--- src/tar_cfg.svh ---
/*
  register indices, field positions, masks and reset values of the
  assist register update block; assumes inclusion by the design and its bench
*/
`ifndef TAR_CFG_SVH
`define TAR_CFG_SVH
// register index; the byte address on the bus is four times the index
`define TAR_IX_SEL   4'h0
`define TAR_IX_AR2   4'h1
`define TAR_IX_AR3   4'h2
`define TAR_IX_AR4   4'h3
`define TAR_IX_AR5   4'h4
`define TAR_IX_AR6   4'h5
`define TAR_IX_AR7   4'h6
`define TAR_IX_AR8   4'h7
`define TAR_IX_IMPL  4'h8
`define TAR_IX_CTX   4'h9
`define TAR_IX_ELC   4'hA
`define TAR_IX_ESC   4'hB
`define TAR_NREG     12
// writable bits of each register, reserved bits read zero
`define TAR_MSK_SEL  32'h00000000
`define TAR_MSK_AR2  32'hFFFFF060
`define TAR_MSK_AR3  32'hFFFFF3FF
`define TAR_MSK_AR4  32'h10030F7F
`define TAR_MSK_AR5  32'h800000FF
`define TAR_MSK_AR6  32'h3FFF0001
`define TAR_MSK_AR7  32'h0000000F
`define TAR_MSK_AR8  32'hC00000FF
`define TAR_MSK_IMPL 32'h00000001
`define TAR_MSK_CTX  32'h00033FFF
`define TAR_MSK_EXT  32'h80003FFF
// field positions
`define TAR_SEL_ASEL 28
`define TAR_SEL_ENTRY_SELECT 16
`define TAR_SEL_NV   0
`define TAR_AR2_EPN  12
`define TAR_AR2_X0   6
`define TAR_AR2_X1   5
`define TAR_AR3_RPN  12
`define TAR_AR3_USR  6
`define TAR_AR3_PRM  0
`define TAR_AR4_ASEL 28
`define TAR_AR4_X0D  1
`define TAR_AR4_X1D  0
`define TAR_AR6_PID  16
`define TAR_AR6_SAS  0
`define TAR_AR8_TGS  31
`define TAR_AR8_VF   30
`define TAR_AR8_LPID 0
`define TAR_IMPL_UEN 0
`define TAR_CTX_PID  0
`define TAR_CTX_IS   16
`define TAR_CTX_DS   17
`define TAR_EXT_PID  0
`define TAR_EXT_EAS  31
`define TAR_EA_PAGE  12
// reset values
`define TAR_REG_RST  32'h00000000
`define TAR_NV_RST   2'h0
`endif

--- src/tar_pkg.sv ---
/*
  types of the assist register update block; assumes the core's
  translation arrays deliver a selected entry as tar_entry_t
*/
package tar_pkg;
  typedef struct packed {
    logic [19:0] effective_page_number;
    logic [5:0]  perm;
    logic [3:0]  user;
    logic [19:0] rpnLo;
    logic [3:0]  rpnHi;
    logic        x0;
    logic        x1;
    logic        translation_guest_state;
    logic        vf;
    logic [7:0]  translation_partition_id;
    logic        arr;
    logic [1:0]  way;
    logic [5:0]  idx;
  } tar_entry_t;

  typedef struct packed {
    logic        instErr;
    logic        dataErr;
    logic        srchHit;
    logic        srchMiss;
    logic        entryRead;
    logic        extLoad;
    logic        extStore;
    logic [31:0] addr;
  } tar_evt_t;

  typedef enum logic [2:0] {
    EV_NONE,
    EV_ERR,
    EV_HIT,
    EV_MISS,
    EV_READ
  } tar_kind_t;
endpackage : tar_pkg

--- src/tar_update.sv ---
/*
  hardware update of the translation assist registers, with an APB slave
  for software; events and the selected entry come from core logic on
  clk_sys as one-cycle pulses, at most one event kind meant per cycle
*/
// Operation
// - misses clear permissions, user, low real page
// - effective page from address or entry
// - upper real page only when enabled
// - search space from external context or state
// - search pid from external context or pid
// - next victim kept per set
// - faulting address is the missing access address
`timescale 1ns/100ps
`include "tar_cfg.svh"
module tar_update import tar_pkg::*; #(
  parameter int NV_SETS = 64
) (
  input  wire logic                         clk_sys,
  input  wire logic                         resetn,
  input  wire logic                         psel,
  input  wire logic                         penable,
  input  wire logic                         pwrite,
  input  wire logic [31:0]                  paddr,
  input  wire logic [31:0]                  pwdata,
  input  wire logic [3:0]                   pstrb,
  output logic      [31:0]                  prdata,
  output logic                              pready,
  output logic                              pslverr,
  input  wire tar_evt_t                     ev,
  input  wire tar_entry_t                   entry,
  output logic      [`TAR_NREG-1:0][31:0]   regView
);
  localparam int SETW = $clog2(NV_SETS);

  if (NV_SETS < 2 || (1 << SETW) != NV_SETS || SETW > 20) begin : g_chk
    $error("NV_SETS must be a power of two from 2 to 2**20");
  end

  logic [1:0]              rstQ;
  logic                    rstn;
  logic [`TAR_NREG-1:0][31:0] regQ;
  logic [1:0]              nvMem [NV_SETS];
  logic [31:0]             prdata_q;
  logic                    pready_q;
  logic                    pslverr_q;
  tar_kind_t               kind;
  logic [SETW-1:0]         setIx;
  logic [1:0]              nvCur;
  logic [31:0]             selD;
  logic                    upEn;
  logic                    defSel;
  logic                    addrOk;
  logic [3:0]              ix;
  logic                    wrEn;
  logic [31:0]             byteMsk;

  function automatic logic [31:0] maskOf(input logic [3:0] i);
    case (i)
      `TAR_IX_AR2:  maskOf = `TAR_MSK_AR2;
      `TAR_IX_AR3:  maskOf = `TAR_MSK_AR3;
      `TAR_IX_AR4:  maskOf = `TAR_MSK_AR4;
      `TAR_IX_AR5:  maskOf = `TAR_MSK_AR5;
      `TAR_IX_AR6:  maskOf = `TAR_MSK_AR6;
      `TAR_IX_AR7:  maskOf = `TAR_MSK_AR7;
      `TAR_IX_AR8:  maskOf = `TAR_MSK_AR8;
      `TAR_IX_IMPL: maskOf = `TAR_MSK_IMPL;
      `TAR_IX_CTX:  maskOf = `TAR_MSK_CTX;
      `TAR_IX_ELC,
      `TAR_IX_ESC:  maskOf = `TAR_MSK_EXT;
      default:      maskOf = `TAR_MSK_SEL;
    endcase
  endfunction : maskOf

  // reset release through two flops
  always_ff @(posedge clk_sys or negedge resetn) begin
    if (!resetn) begin
      rstQ <= 2'h0;
    end else begin
      rstQ <= {rstQ[0], 1'b1};
    end
  end
  assign rstn = rstQ[1];

  // errors outrank a hit, a hit a miss, a miss a read
  always_comb begin
    kind = EV_NONE;
    if (ev.instErr || ev.dataErr) begin
      kind = EV_ERR;
    end else if (ev.srchHit) begin
      kind = EV_HIT;
    end else if (ev.srchMiss) begin
      kind = EV_MISS;
    end else if (ev.entryRead) begin
      kind = EV_READ;
    end
  end

  assign setIx  = ev.addr[`TAR_EA_PAGE +: SETW];
  assign nvCur  = nvMem[setIx];
  assign upEn   = regQ[`TAR_IX_IMPL][`TAR_IMPL_UEN];
  assign defSel = regQ[`TAR_IX_AR4][`TAR_AR4_ASEL];

  // victim and entry-select word for each event kind
  always_comb begin
    selD = regQ[`TAR_IX_SEL];
    case (kind)
      EV_ERR, EV_MISS: begin
        selD = `TAR_REG_RST;
        selD[`TAR_SEL_ASEL] = defSel;
        if (!defSel) begin
          selD[`TAR_SEL_ENTRY_SELECT +: 6] = {4'h0, nvCur};
          selD[`TAR_SEL_NV +: 2]   = nvCur + 2'h1;
        end
      end
      EV_HIT: begin
        selD = `TAR_REG_RST;
        selD[`TAR_SEL_ASEL] = entry.arr;
        if (!entry.arr) begin
          selD[`TAR_SEL_ENTRY_SELECT +: 6] = {4'h0, entry.way};
          selD[`TAR_SEL_NV +: 2]   = nvCur;
        end else begin
          selD[`TAR_SEL_ENTRY_SELECT +: 6] = entry.idx;
        end
      end
      EV_READ: begin
        selD[`TAR_SEL_NV +: 2] = entry.arr ? 2'h0 : nvCur;
      end
      default: begin
        selD = regQ[`TAR_IX_SEL];
      end
    endcase
  end

  // next victim per set; only errors and misses with the first array as default step it
  always_ff @(posedge clk_sys or negedge rstn) begin
    if (!rstn) begin
      for (int i = 0; i < NV_SETS; i++) begin
        nvMem[i] <= `TAR_NV_RST;
      end
    end else if ((kind == EV_ERR || kind == EV_MISS) && !defSel) begin
      nvMem[setIx] <= nvCur + 2'h1;
    end
  end

  // bus decode; full words at index times four
  assign ix      = paddr[5:2];
  assign addrOk  = (paddr[31:6] == 26'h0) && (paddr[1:0] == 2'h0) && (ix < 4'hC);
  assign byteMsk = {{8{pstrb[3]}}, {8{pstrb[2]}}, {8{pstrb[1]}}, {8{pstrb[0]}}};
  assign wrEn    = psel && penable && pready_q && pwrite && addrOk;

  // zero wait states: answer in the first access cycle
  always_ff @(posedge clk_sys or negedge rstn) begin
    if (!rstn) begin
      pready_q  <= 1'b0;
      prdata_q  <= `TAR_REG_RST;
      pslverr_q <= 1'b0;
    end else begin
      pready_q  <= psel && !penable;
      pslverr_q <= psel && !penable && !addrOk;
      prdata_q  <= (psel && !penable && !pwrite && addrOk) ? regQ[ix] : `TAR_REG_RST;
    end
  end

  // register file; a hardware event in the cycle of a software write wins
  always_ff @(posedge clk_sys or negedge rstn) begin
    if (!rstn) begin
      regQ <= {`TAR_NREG{`TAR_REG_RST}};
    end else begin
      if (wrEn) begin
        // read-only and reserved bits keep their value, so a write to SEL is ignored
        regQ[ix] <= (regQ[ix] & ~(byteMsk & maskOf(ix))) | (pwdata & byteMsk & maskOf(ix));
      end
      if (kind != EV_NONE) begin
        regQ[`TAR_IX_SEL] <= selD;
      end
      if (kind == EV_ERR || kind == EV_MISS) begin
        regQ[`TAR_IX_AR3] <= `TAR_REG_RST;
        regQ[`TAR_IX_AR2][`TAR_AR2_X0] <= regQ[`TAR_IX_AR4][`TAR_AR4_X0D];
        regQ[`TAR_IX_AR2][`TAR_AR2_X1] <= regQ[`TAR_IX_AR4][`TAR_AR4_X1D];
        if (upEn) begin
          regQ[`TAR_IX_AR7] <= `TAR_REG_RST;
        end
      end
      if (kind == EV_ERR) begin
        regQ[`TAR_IX_AR2][`TAR_AR2_EPN +: 20] <= ev.addr[31:12];
        if (ev.dataErr && ev.extLoad) begin
          regQ[`TAR_IX_AR6][`TAR_AR6_SAS] <= regQ[`TAR_IX_ELC][`TAR_EXT_EAS];
        end else if (ev.dataErr && ev.extStore) begin
          regQ[`TAR_IX_AR6][`TAR_AR6_SAS] <= regQ[`TAR_IX_ESC][`TAR_EXT_EAS];
        end else if (ev.dataErr) begin
          regQ[`TAR_IX_AR6][`TAR_AR6_SAS] <= regQ[`TAR_IX_CTX][`TAR_CTX_DS];
        end else begin
          regQ[`TAR_IX_AR6][`TAR_AR6_SAS] <= regQ[`TAR_IX_CTX][`TAR_CTX_IS];
        end
        if (ev.extLoad) begin
          regQ[`TAR_IX_AR6][`TAR_AR6_PID +: 14] <= regQ[`TAR_IX_ELC][`TAR_EXT_PID +: 14];
        end else if (ev.extStore) begin
          regQ[`TAR_IX_AR6][`TAR_AR6_PID +: 14] <= regQ[`TAR_IX_ESC][`TAR_EXT_PID +: 14];
        end else begin
          regQ[`TAR_IX_AR6][`TAR_AR6_PID +: 14] <= regQ[`TAR_IX_CTX][`TAR_CTX_PID +: 14];
        end
      end
      if (kind == EV_HIT || kind == EV_READ) begin
        regQ[`TAR_IX_AR3] <= {entry.rpnLo, 2'h0, entry.user, entry.perm};
        regQ[`TAR_IX_AR2][`TAR_AR2_X0] <= entry.x0;
        regQ[`TAR_IX_AR2][`TAR_AR2_X1] <= entry.x1;
        // the first array indexes by low page bits, so those stay as searched
        if (!entry.arr) begin
          regQ[`TAR_IX_AR2][`TAR_AR2_EPN +: 20] <=
            {entry.effective_page_number[19:7], regQ[`TAR_IX_AR2][`TAR_AR2_EPN +: 7]};
        end else begin
          regQ[`TAR_IX_AR2][`TAR_AR2_EPN +: 20] <= entry.effective_page_number;
        end
        if (upEn) begin
          regQ[`TAR_IX_AR7] <= {28'h0, entry.rpnHi};
        end
        // defaults and search guest fields are left alone here
        regQ[`TAR_IX_AR8] <= {entry.translation_guest_state, entry.vf, 22'h0, entry.translation_partition_id};
      end
    end
  end

  assign prdata  = prdata_q;
  assign pready  = pready_q;
  assign pslverr = pslverr_q;
  assign regView = regQ;

  property p_miss_clear;
    @(posedge clk_sys) disable iff (!rstn)
    (kind == EV_ERR || kind == EV_MISS) |=> regQ[`TAR_IX_AR3] == 32'h0;
  endproperty
  a_miss_clear: assert property (p_miss_clear) else $error("miss left ar3 set");

  property p_hit_copy;
    @(posedge clk_sys) disable iff (!rstn)
    (kind == EV_HIT) |=> regQ[`TAR_IX_AR3][31:12] == $past(entry.rpnLo)
      && regQ[`TAR_IX_AR3][5:0] == $past(entry.perm);
  endproperty
  a_hit_copy: assert property (p_hit_copy) else $error("hit not copied to ar3");

  property p_epn_err;
    @(posedge clk_sys) disable iff (!rstn)
    (kind == EV_ERR) |=> regQ[`TAR_IX_AR2][31:12] == $past(ev.addr[31:12]);
  endproperty
  a_epn_err: assert property (p_epn_err) else $error("epn not from fault address");

  property p_epn_keep;
    @(posedge clk_sys) disable iff (!rstn)
    ((kind == EV_HIT || kind == EV_READ) && !entry.arr) |=>
      regQ[`TAR_IX_AR2][18:12] == $past(regQ[`TAR_IX_AR2][18:12])
      && regQ[`TAR_IX_AR2][31:19] == $past(entry.effective_page_number[19:7]);
  endproperty
  a_epn_keep: assert property (p_epn_keep) else $error("epn low bits lost");

  property p_upper_hold;
    @(posedge clk_sys) disable iff (!rstn)
    (kind != EV_NONE && !upEn && !(wrEn && ix == `TAR_IX_AR7)) |=> $stable(regQ[`TAR_IX_AR7]);
  endproperty
  a_upper_hold: assert property (p_upper_hold) else $error("ar7 changed while off");

  property p_sas_ext;
    @(posedge clk_sys) disable iff (!rstn)
    (kind == EV_ERR && ev.dataErr && ev.extLoad) |=>
      regQ[`TAR_IX_AR6][0] == $past(regQ[`TAR_IX_ELC][31]);
  endproperty
  a_sas_ext: assert property (p_sas_ext) else $error("sas not from load context");

  property p_search_process_id_pid;
    @(posedge clk_sys) disable iff (!rstn)
    (kind == EV_ERR && !ev.extLoad && !ev.extStore) |=>
      regQ[`TAR_IX_AR6][29:16] == $past(regQ[`TAR_IX_CTX][13:0]);
  endproperty
  a_search_process_id_pid: assert property (p_search_process_id_pid) else $error("search_process_id not from pid");

  property p_defaults_stable;
    @(posedge clk_sys) disable iff (!rstn)
    (kind != EV_NONE && !wrEn) |=> $stable(regQ[`TAR_IX_AR4]) && $stable(regQ[`TAR_IX_AR5]);
  endproperty
  a_defaults_stable: assert property (p_defaults_stable) else $error("ar4 or ar5 moved");

  property p_nv_step;
    @(posedge clk_sys) disable iff (!rstn)
    ((kind == EV_ERR || kind == EV_MISS) && !defSel) |=>
      regQ[`TAR_IX_SEL][1:0] == $past(nvCur) + 2'h1 && regQ[`TAR_IX_SEL][17:16] == $past(nvCur);
  endproperty
  a_nv_step: assert property (p_nv_step) else $error("next victim not stepped");

  property p_ready;
    @(posedge clk_sys) disable iff (!rstn)
    (psel && !penable) |=> pready ##1 !pready;
  endproperty
  a_ready: assert property (p_ready) else $error("apb answer not in one cycle");

  c_err: cover property (@(posedge clk_sys) disable iff (!rstn) kind == EV_ERR && ev.extStore);
  c_hit: cover property (@(posedge clk_sys) disable iff (!rstn) kind == EV_HIT && !entry.arr);
  c_miss: cover property (@(posedge clk_sys) disable iff (!rstn) kind == EV_MISS && upEn);
  c_read: cover property (@(posedge clk_sys) disable iff (!rstn) kind == EV_READ && entry.arr);
endmodule : tar_update

--- config.mk ---
export PLATFORM = sky130hd
export DESIGN_NAME = tar_update
export DESIGN_NICKNAME = d
export VERILOG_FILES = /design/src/tar_pkg.sv /design/src/tar_update.sv
export VERILOG_INCLUDE_DIRS = /design/src
export SDC_FILE = /design/constraint.sdc
export NUM_CORES = 1
export LEC_CHECK = 0
export BUFFER_PORTS_ARGS = -buffer_cell sky130_fd_sc_hd__buf_2
export CORE_ASPECT_RATIO = 0.9
export CORE_UTILIZATION = 35
export CTS_BUF_LIST = sky130_fd_sc_hd__clkbuf_2
export DETAILED_ROUTE_END_ITERATION = 12
export HOLD_SLACK_MARGIN = 0.03
export PLACE_DENSITY_LB_ADDON = 0.05
export SLEW_MARGIN = 20
export SYNTH_ARGS = -nofsm -noshare
export SYNTH_HDL_FRONTEND = slang
export SYNTH_SLANG_ARGS = --single-unit
--- constraint.sdc ---
create_clock -name clk_sys -period 28.6 [get_ports clk_sys]
set_input_delay 4.29 -clock clk_sys [delete_from_list [all_inputs] [get_ports clk_sys]]
set_output_delay 4.29 -clock clk_sys [all_outputs]
set_load 0.005 [all_outputs]
# ---- After elaboration in Yosys (flattened, before gate mapping)
# Memories as Yosys holds them, arrays and structs flattened.
# Index checks and enable logic that the tools add are counted.
dict set report op_classes {
  add_sub_neg 1
  n_lt_le_gt_ge 5
  n_eq_ne 7
  muxes 43
  n_bitwise 7
  n_reduce_logical 35
}
# cell count
set op_table {}
lappend op_table {{bitwise mux 384 bit} 1}
lappend op_table {{two-way mux 32 bit} 10}
lappend op_table {{two-way mux 256 bit} 1}
lappend op_table {{AND 32 bit} 4}
lappend op_table {{binary-select mux 32 bit (select 4 bit)} 1}
lappend op_table {{bitwise mux 128 bit} 1}
lappend op_table {{demux 32 bit (select 4 bit)} 1}
lappend op_table {{two-way mux 64 bit} 1}
lappend op_table {{case mux 30 bit (2 select lines)} 1}
lappend op_table {{two-way mux 52 bit} 1}
lappend op_table {{two-way mux 14 bit} 3}
lappend op_table {{inverter 32 bit} 1}
lappend op_table {{bitwise OR 32 bit} 1}
lappend op_table {{logical NOT 26 bit} 1}
lappend op_table {{two-way mux 20 bit} 1}
lappend op_table {{two-way mux 2 bit} 8}
lappend op_table {{logical AND 1 bit} 15}
lappend op_table {{binary-select mux 2 bit (select 6 bit)} 1}
lappend op_table {{demux 2 bit (select 6 bit)} 1}
lappend op_table {{two-way mux 3 bit} 4}
lappend op_table {{nonzero test 3 bit} 3}
lappend op_table {{greater-or-equal comparator 7 bit, second input constant} 1}
lappend op_table {{< comparator 7 x 1 -> 1 bit, second input constant} 1}
lappend op_table {{two-way mux 7 bit} 1}
lappend op_table {{other kinds (20)} 34}
dict set report word_totals {
  register_bits 548
  romBits 1024
  inputBits 187
  output_inout_bits 418
  wordCells 185
  mem_count 2
}
# memory depth width rd rd_ports_with_merged_regs wr line_no
set mem_list {}
lappend mem_list {{(no name shown)} 16 32 1 0 0 tar_update.sv:59} ;# case (i)
lappend mem_list {{(no name shown)} 16 32 1 0 0 tar_update.sv:59}

# ---- Depth between registers and ports, before layout
dict set report depth {
  depth_word 15
  depth_mapped 15
  mapped_depth_nobuf 9
}

# ---- Worst setup path after synthesis
# Ideal clock, no wire load.
dict set report synth_timing {
  path_type {input-to-reg}
  startpoint {input port paddr[3]}
  endpoint {register regQ, in the netlist regView[44]}
  setup_time_ps 121
  arrival_time_ps 6783
  required_ps 28479
  path_slack_ps 21696
  stages 14
  n_path_buf 7
  cell_sequence {buf_4 > buf_4 > buf_4 > buf_2 > inv_1 > ha_1 > clkbuf_1 > nand2_1 > or4_4 > and3_4 > or2_1 > buf_2 > buf_6 > a22o_1}
}
dict set report synth_between {
  elab_chain_cells 10
  elab_cells_between_ends 25
  cone_classes {order compare (3); mux (10); bitwise (5); reduce/logical (5); memory (2)}
}
# item line_no
set synth_lines {}
lappend synth_lines {{start, declared} tar_update.sv:24} ;# input wire logic [31:0] paddr,
lappend synth_lines {{memory (16 x 32 bit)} --}
lappend synth_lines {{two-way mux 32 bit} tar_update.sv:170} ;# if (wrEn) begin
lappend synth_lines {{AND 32 bit} tar_update.sv:172} ;# regQ[ix] <= (regQ[ix] & ~(byteMsk & maskOf(ix))) | (pwdata & byteMsk & maskOf(ix));
lappend synth_lines {{inverter 32 bit} tar_update.sv:172}
lappend synth_lines {{AND 32 bit} tar_update.sv:172}
lappend synth_lines {{bitwise OR 32 bit} tar_update.sv:172}
lappend synth_lines {{bitwise mux 384 bit} tar_update.sv:172}
lappend synth_lines {{two-way mux 256 bit} tar_update.sv:170}
lappend synth_lines {{two-way mux 20 bit} tar_update.sv:185} ;# if (kind == EV_ERR) begin
lappend synth_lines {{two-way mux 52 bit} tar_update.sv:204} ;# if (kind == EV_HIT || kind == EV_READ) begin
lappend synth_lines {{end signal, assigned by index} tar_update.sv:172}
lappend synth_lines {{end signal, assigned by index} tar_update.sv:186} ;# regQ[`TAR_IX_AR2][`TAR_AR2_EPN +: 20] <= ev.addr[31:12];
lappend synth_lines {{end signal, assigned by index} tar_update.sv:205} ;# regQ[`TAR_IX_AR3] <= {entry.rpnLo, 2'h0, entry.user, entry.perm};
lappend synth_lines {{end, declared} tar_update.sv:42} ;# logic [`TAR_NREG-1:0][31:0] regQ;
# Parallel ways exist; a longest one is shown, timed or not. The select of a mux whose other input is x is not followed.
# A chain may end at the register's enable or synchronous reset.

# ---- Final worst setup path
dict set report layout_timing {
  startpoint {input port paddr[3]}
  endpoint {register regQ, in the netlist regView[65]}
}
dict set report layout_between {
  elab_chain_cells 10
  elab_cells_between_ends 24
  cone_classes {order compare (3); mux (10); bitwise (5); reduce/logical (4); memory (2)}
}
# item line_no
set layout_lines {}
lappend layout_lines {{memory (16 x 32 bit)} --}
lappend layout_lines {{two-way mux 32 bit} tar_update.sv:170}
lappend layout_lines {{AND 32 bit} tar_update.sv:172}
lappend layout_lines {{inverter 32 bit} tar_update.sv:172}
lappend layout_lines {{AND 32 bit} tar_update.sv:172}
lappend layout_lines {{bitwise OR 32 bit} tar_update.sv:172}
lappend layout_lines {{bitwise mux 384 bit} tar_update.sv:172}
lappend layout_lines {{two-way mux 256 bit} tar_update.sv:170}
lappend layout_lines {{two-way mux 32 bit} tar_update.sv:177} ;# if (kind == EV_ERR || kind == EV_MISS) begin
lappend layout_lines {{two-way mux 52 bit} tar_update.sv:204}
lappend layout_lines {{end signal, assigned by index} tar_update.sv:172}
lappend layout_lines {{end signal, assigned by index} tar_update.sv:178} ;# regQ[`TAR_IX_AR3] <= `TAR_REG_RST;
lappend layout_lines {{end signal, assigned by index} tar_update.sv:205}
# Parallel ways exist; a longest one is shown, timed or not. The select of a mux whose other input is x is not followed.

==> results.toml <==
[outcome]
status = "complete, no violations"

[clocking]
cts_buffer_depth = 3
root_buffer = "clkbuf_2"
cts_sinks = 548
ctsHoldBuffers = 0
cts_setup_buffers = 0
numCtsBuffers = 157
clk_pin_slew_ns = 0.09
h-tree-depth = 4
cts_tree = "done"
clock_latency_ns = 1.36
ctsResizeCount = 0

[place]
portBuffers = 592
place_area_um2 = 30100
hpwlAfterDp_um = 80200
post-place-ws_ns = 20.40
gp_congestion = 0.886
dp_cells = 3735

[floorplanning]
die_area_um2 = 76300
die_h_um = 262
coreArea_um2 = 73700
num_io_pins = 605
start_util = 0.357
fp.dieW_um = 291
rows = 94

[cells_and_area]
nNetsFinal = 3126
syn2layout_area_growth_pct = 20.0
stdcell_area_um2 = 31600
final_cells = 4014
nFillCells = 7325
drive_gt1_frac = 0.405

[worst_setup_path]
crit_chain = "buf_6, buf_4, buf_4, mux4_2, mux2i_1, nor2_1, a21oi_1, a21oi_2, a222oi_1, inv_1"
start_kind = "input pin"
endpoint_kind = "flop"
crit_arrival_ns = 8.16
critPathBufInv = 4
crit_slowest_cell = "buf_4"
cpPeakStageDelay_ns = 0.60
r2r_setup_slack_ns = 25.05
cpLargestDelayFamily = "buffers and inverters"
worstPathRequired_ns = 29.81
crit_path_frequent_cell = "buf_4"
path_max_fanout = 48
critPathKind = "input pin to flop"

[power_and_ir_drop]
power_density_nw_per_um2 = 55.0
ir_worst_vdd_v = 0.0000229
p_leak_uw = 0.0158

[global_route]
antenna_found_initial = 19
grt_pass1_wl_um = 164000
grt_busiest_layer = "met2"
gr-usage-met2 = 0.470
overflow = 0
use_met3 = 0.0765
grt_pass1_vias = 22400
grt_max_degree = 160
grt_use_total = 0.301
grtUsageMet1 = 0.408

[sta]
hold_viol = 0
fin_skew_ns = 0.0869
setup_violations = 0
slew_headroom = 0.187
fin_crit_ns = 6.95
setup_ws_ns = 21.65
max_slew.worst_pin.slew_ns = 1.20
rsz0062_at_grt = "false"
final.period_utilization = 0.243
slew_viol_final = 0
tns_ns = 0
timing.fmax_mhz = 144

[logic_synthesis]
synth_flop_cell = "dfrtp_1"
syn-instance-count = 2340
ys_ff_latch = 548
synth_edf_count = 0
ys_types = 64
avgSynthCellArea_um2 = 11.2
yosysWarningCount = 0
syn_area_um2 = 26300
ys_seq_area_frac = 0.521
async_flop_share = 1.00
synth_nets = 2532

[drt]
drtIter0Drc = 1928
dr.pass1.iters = 8
ant_nets = 0
routed_wl_um = 116000
viasPerCell = 5.63
vias = 22600
drc = 0
wl_per_cell_um = 29.0

[run]
maxCapViolCount = 0

[worst_hold_path]
hold_class = "flop to flop"
## metal layers
| layer | wire length [um] | part of all wire |
|---|---|---|
| met3 | 9850 | 0.085 |
| met4 | 3100 | 0.027 |
| met5 | 82 | 0.00071 |
| met2 | 53800 | 0.46 |
| met1 | 49500 | 0.43 |
## placed cells by master, fill, tap and decap left out, types with 6 or more instances in the layout
master,Yosys,layout
a21oi_1,97,95
nor2_1,121,117
dfrtp_1,548,547
buf_2,35,589
and2_1,8,8
nor4_2,6,6
buf_4,16,44
o31ai_1,6,6
diode_2,0,12
mux2_2,191,191
nor3b_1,7,7
mux2i_1,94,91
nand2b_1,9,9
o21ai_0,268,267
mux4_2,115,115
clkbuf_2,0,233
mux2_1,6,6
nor3_1,7,6
nand2_1,413,408
and3_1,30,30
a22o_1,14,14
a222oi_1,19,19
a22oi_1,48,48
o21a_1,10,8
nand3_1,19,13
clkinv_1,1,22
a211oi_1,14,14
inv_1,12,12
## cell families after synthesis
group	Yosys count	synth area share
multiplexers	406	0.219
XOR/XNOR	1	0.000333
AND/OR/NAND/NOR	652	0.106
flip-flops	548	0.521
AO/OA/AOI/OAI	512	0.115
buffers and inverters	215	0.0366
adder cells (fa/ha/maj)	5	0.00238
other	1	0.000143
## through the flow
stage	hold WS, ns	utilization	total power (uW)
final	0.359	0.428	1740
after global routing	0.378	0.428	1830
after CTS	0.367	0.428	1760
after detailed placement	0.336	0.408	1150
after global placement	0.342	0.408	1140
after floorplan	0.331	-	1050
## worst register-to-register path, cell delays in order, from the launching register on
cell     delay [ns]
dfrtp_1        0.36
nand4_1        0.40
nor3_1         0.99
nand3_4        1.00
mux2_2         0.66
## report_power, final
group          switching, uW  internal (uW)  total [uW]
clock                    351            251         601
combinational            140            110         250
sequential              44.8            840         884
## synthesized netlist by cell type, types with 7 or more instances
library cell,number,share of area
dfrtp_1,548,0.52
nand2_1,413,0.059
o21ai_0,268,0.051
mux2_2,191,0.082
clkbuf_1,137,0.020
nor2_1,121,0.017
mux4_2,115,0.098
a21oi_1,97,0.018
mux2i_1,94,0.036
a22oi_1,48,0.014
buf_2,35,0.0067
and3_1,30,0.0071
a222oi_1,19,0.0072
nand3_1,19,0.0036
buf_4,16,0.0046
a211oi_1,14,0.0040
a22o_1,14,0.0047
inv_1,12,0.0017
o21a_1,10,0.0029
nand2b_1,9,0.0021
and2_1,8,0.0019
buf_6,7,0.0030
nor2b_1,7,0.0017
nor3_1,7,0.0013
nor3b_1,7,0.0020
## registers in the layout, indices dropped and copies added (netlist names)
signal and flops:
pready 1, prdata 32, pslverr 1, regView 384, rstQ 2, nvMem 128
## area by class of cell
| cell class | count | area, um^2 | share of cell area |
|---|---|---|---|
| Multi-Input combinational cell | 1577 | 11800 | 0.375 |
| Antenna cell | 12 | 30.0 | 0.000951 |
| Clock buffer | 233 | 1170 | 0.0369 |
| Clock inverter | 34 | 248 | 0.00785 |
| Sequential cell | 548 | 13700 | 0.434 |
| Timing Repair Buffer | 636 | 3320 | 0.105 |
| Inverter | 14 | 52.6 | 0.00166 |
| Tap cell | 960 | 1200 | 0.0380 |
## worst paths after layout
check / end / cells after the start / from
min: rstQ[1] / 0 / rstQ[0]
max: regView[65] / 10 / paddr[3]
max reg2reg: regView[263] / 4 / pready
min reg2reg: rstQ[1] / 0 / rstQ[0]
min in group asynchronous: regView[90] / 0 / rstQ[1]
max in group asynchronous: prdata[0] / 3 / rstQ[1]
Note: power is estimated with default switching activity, not from simulation.
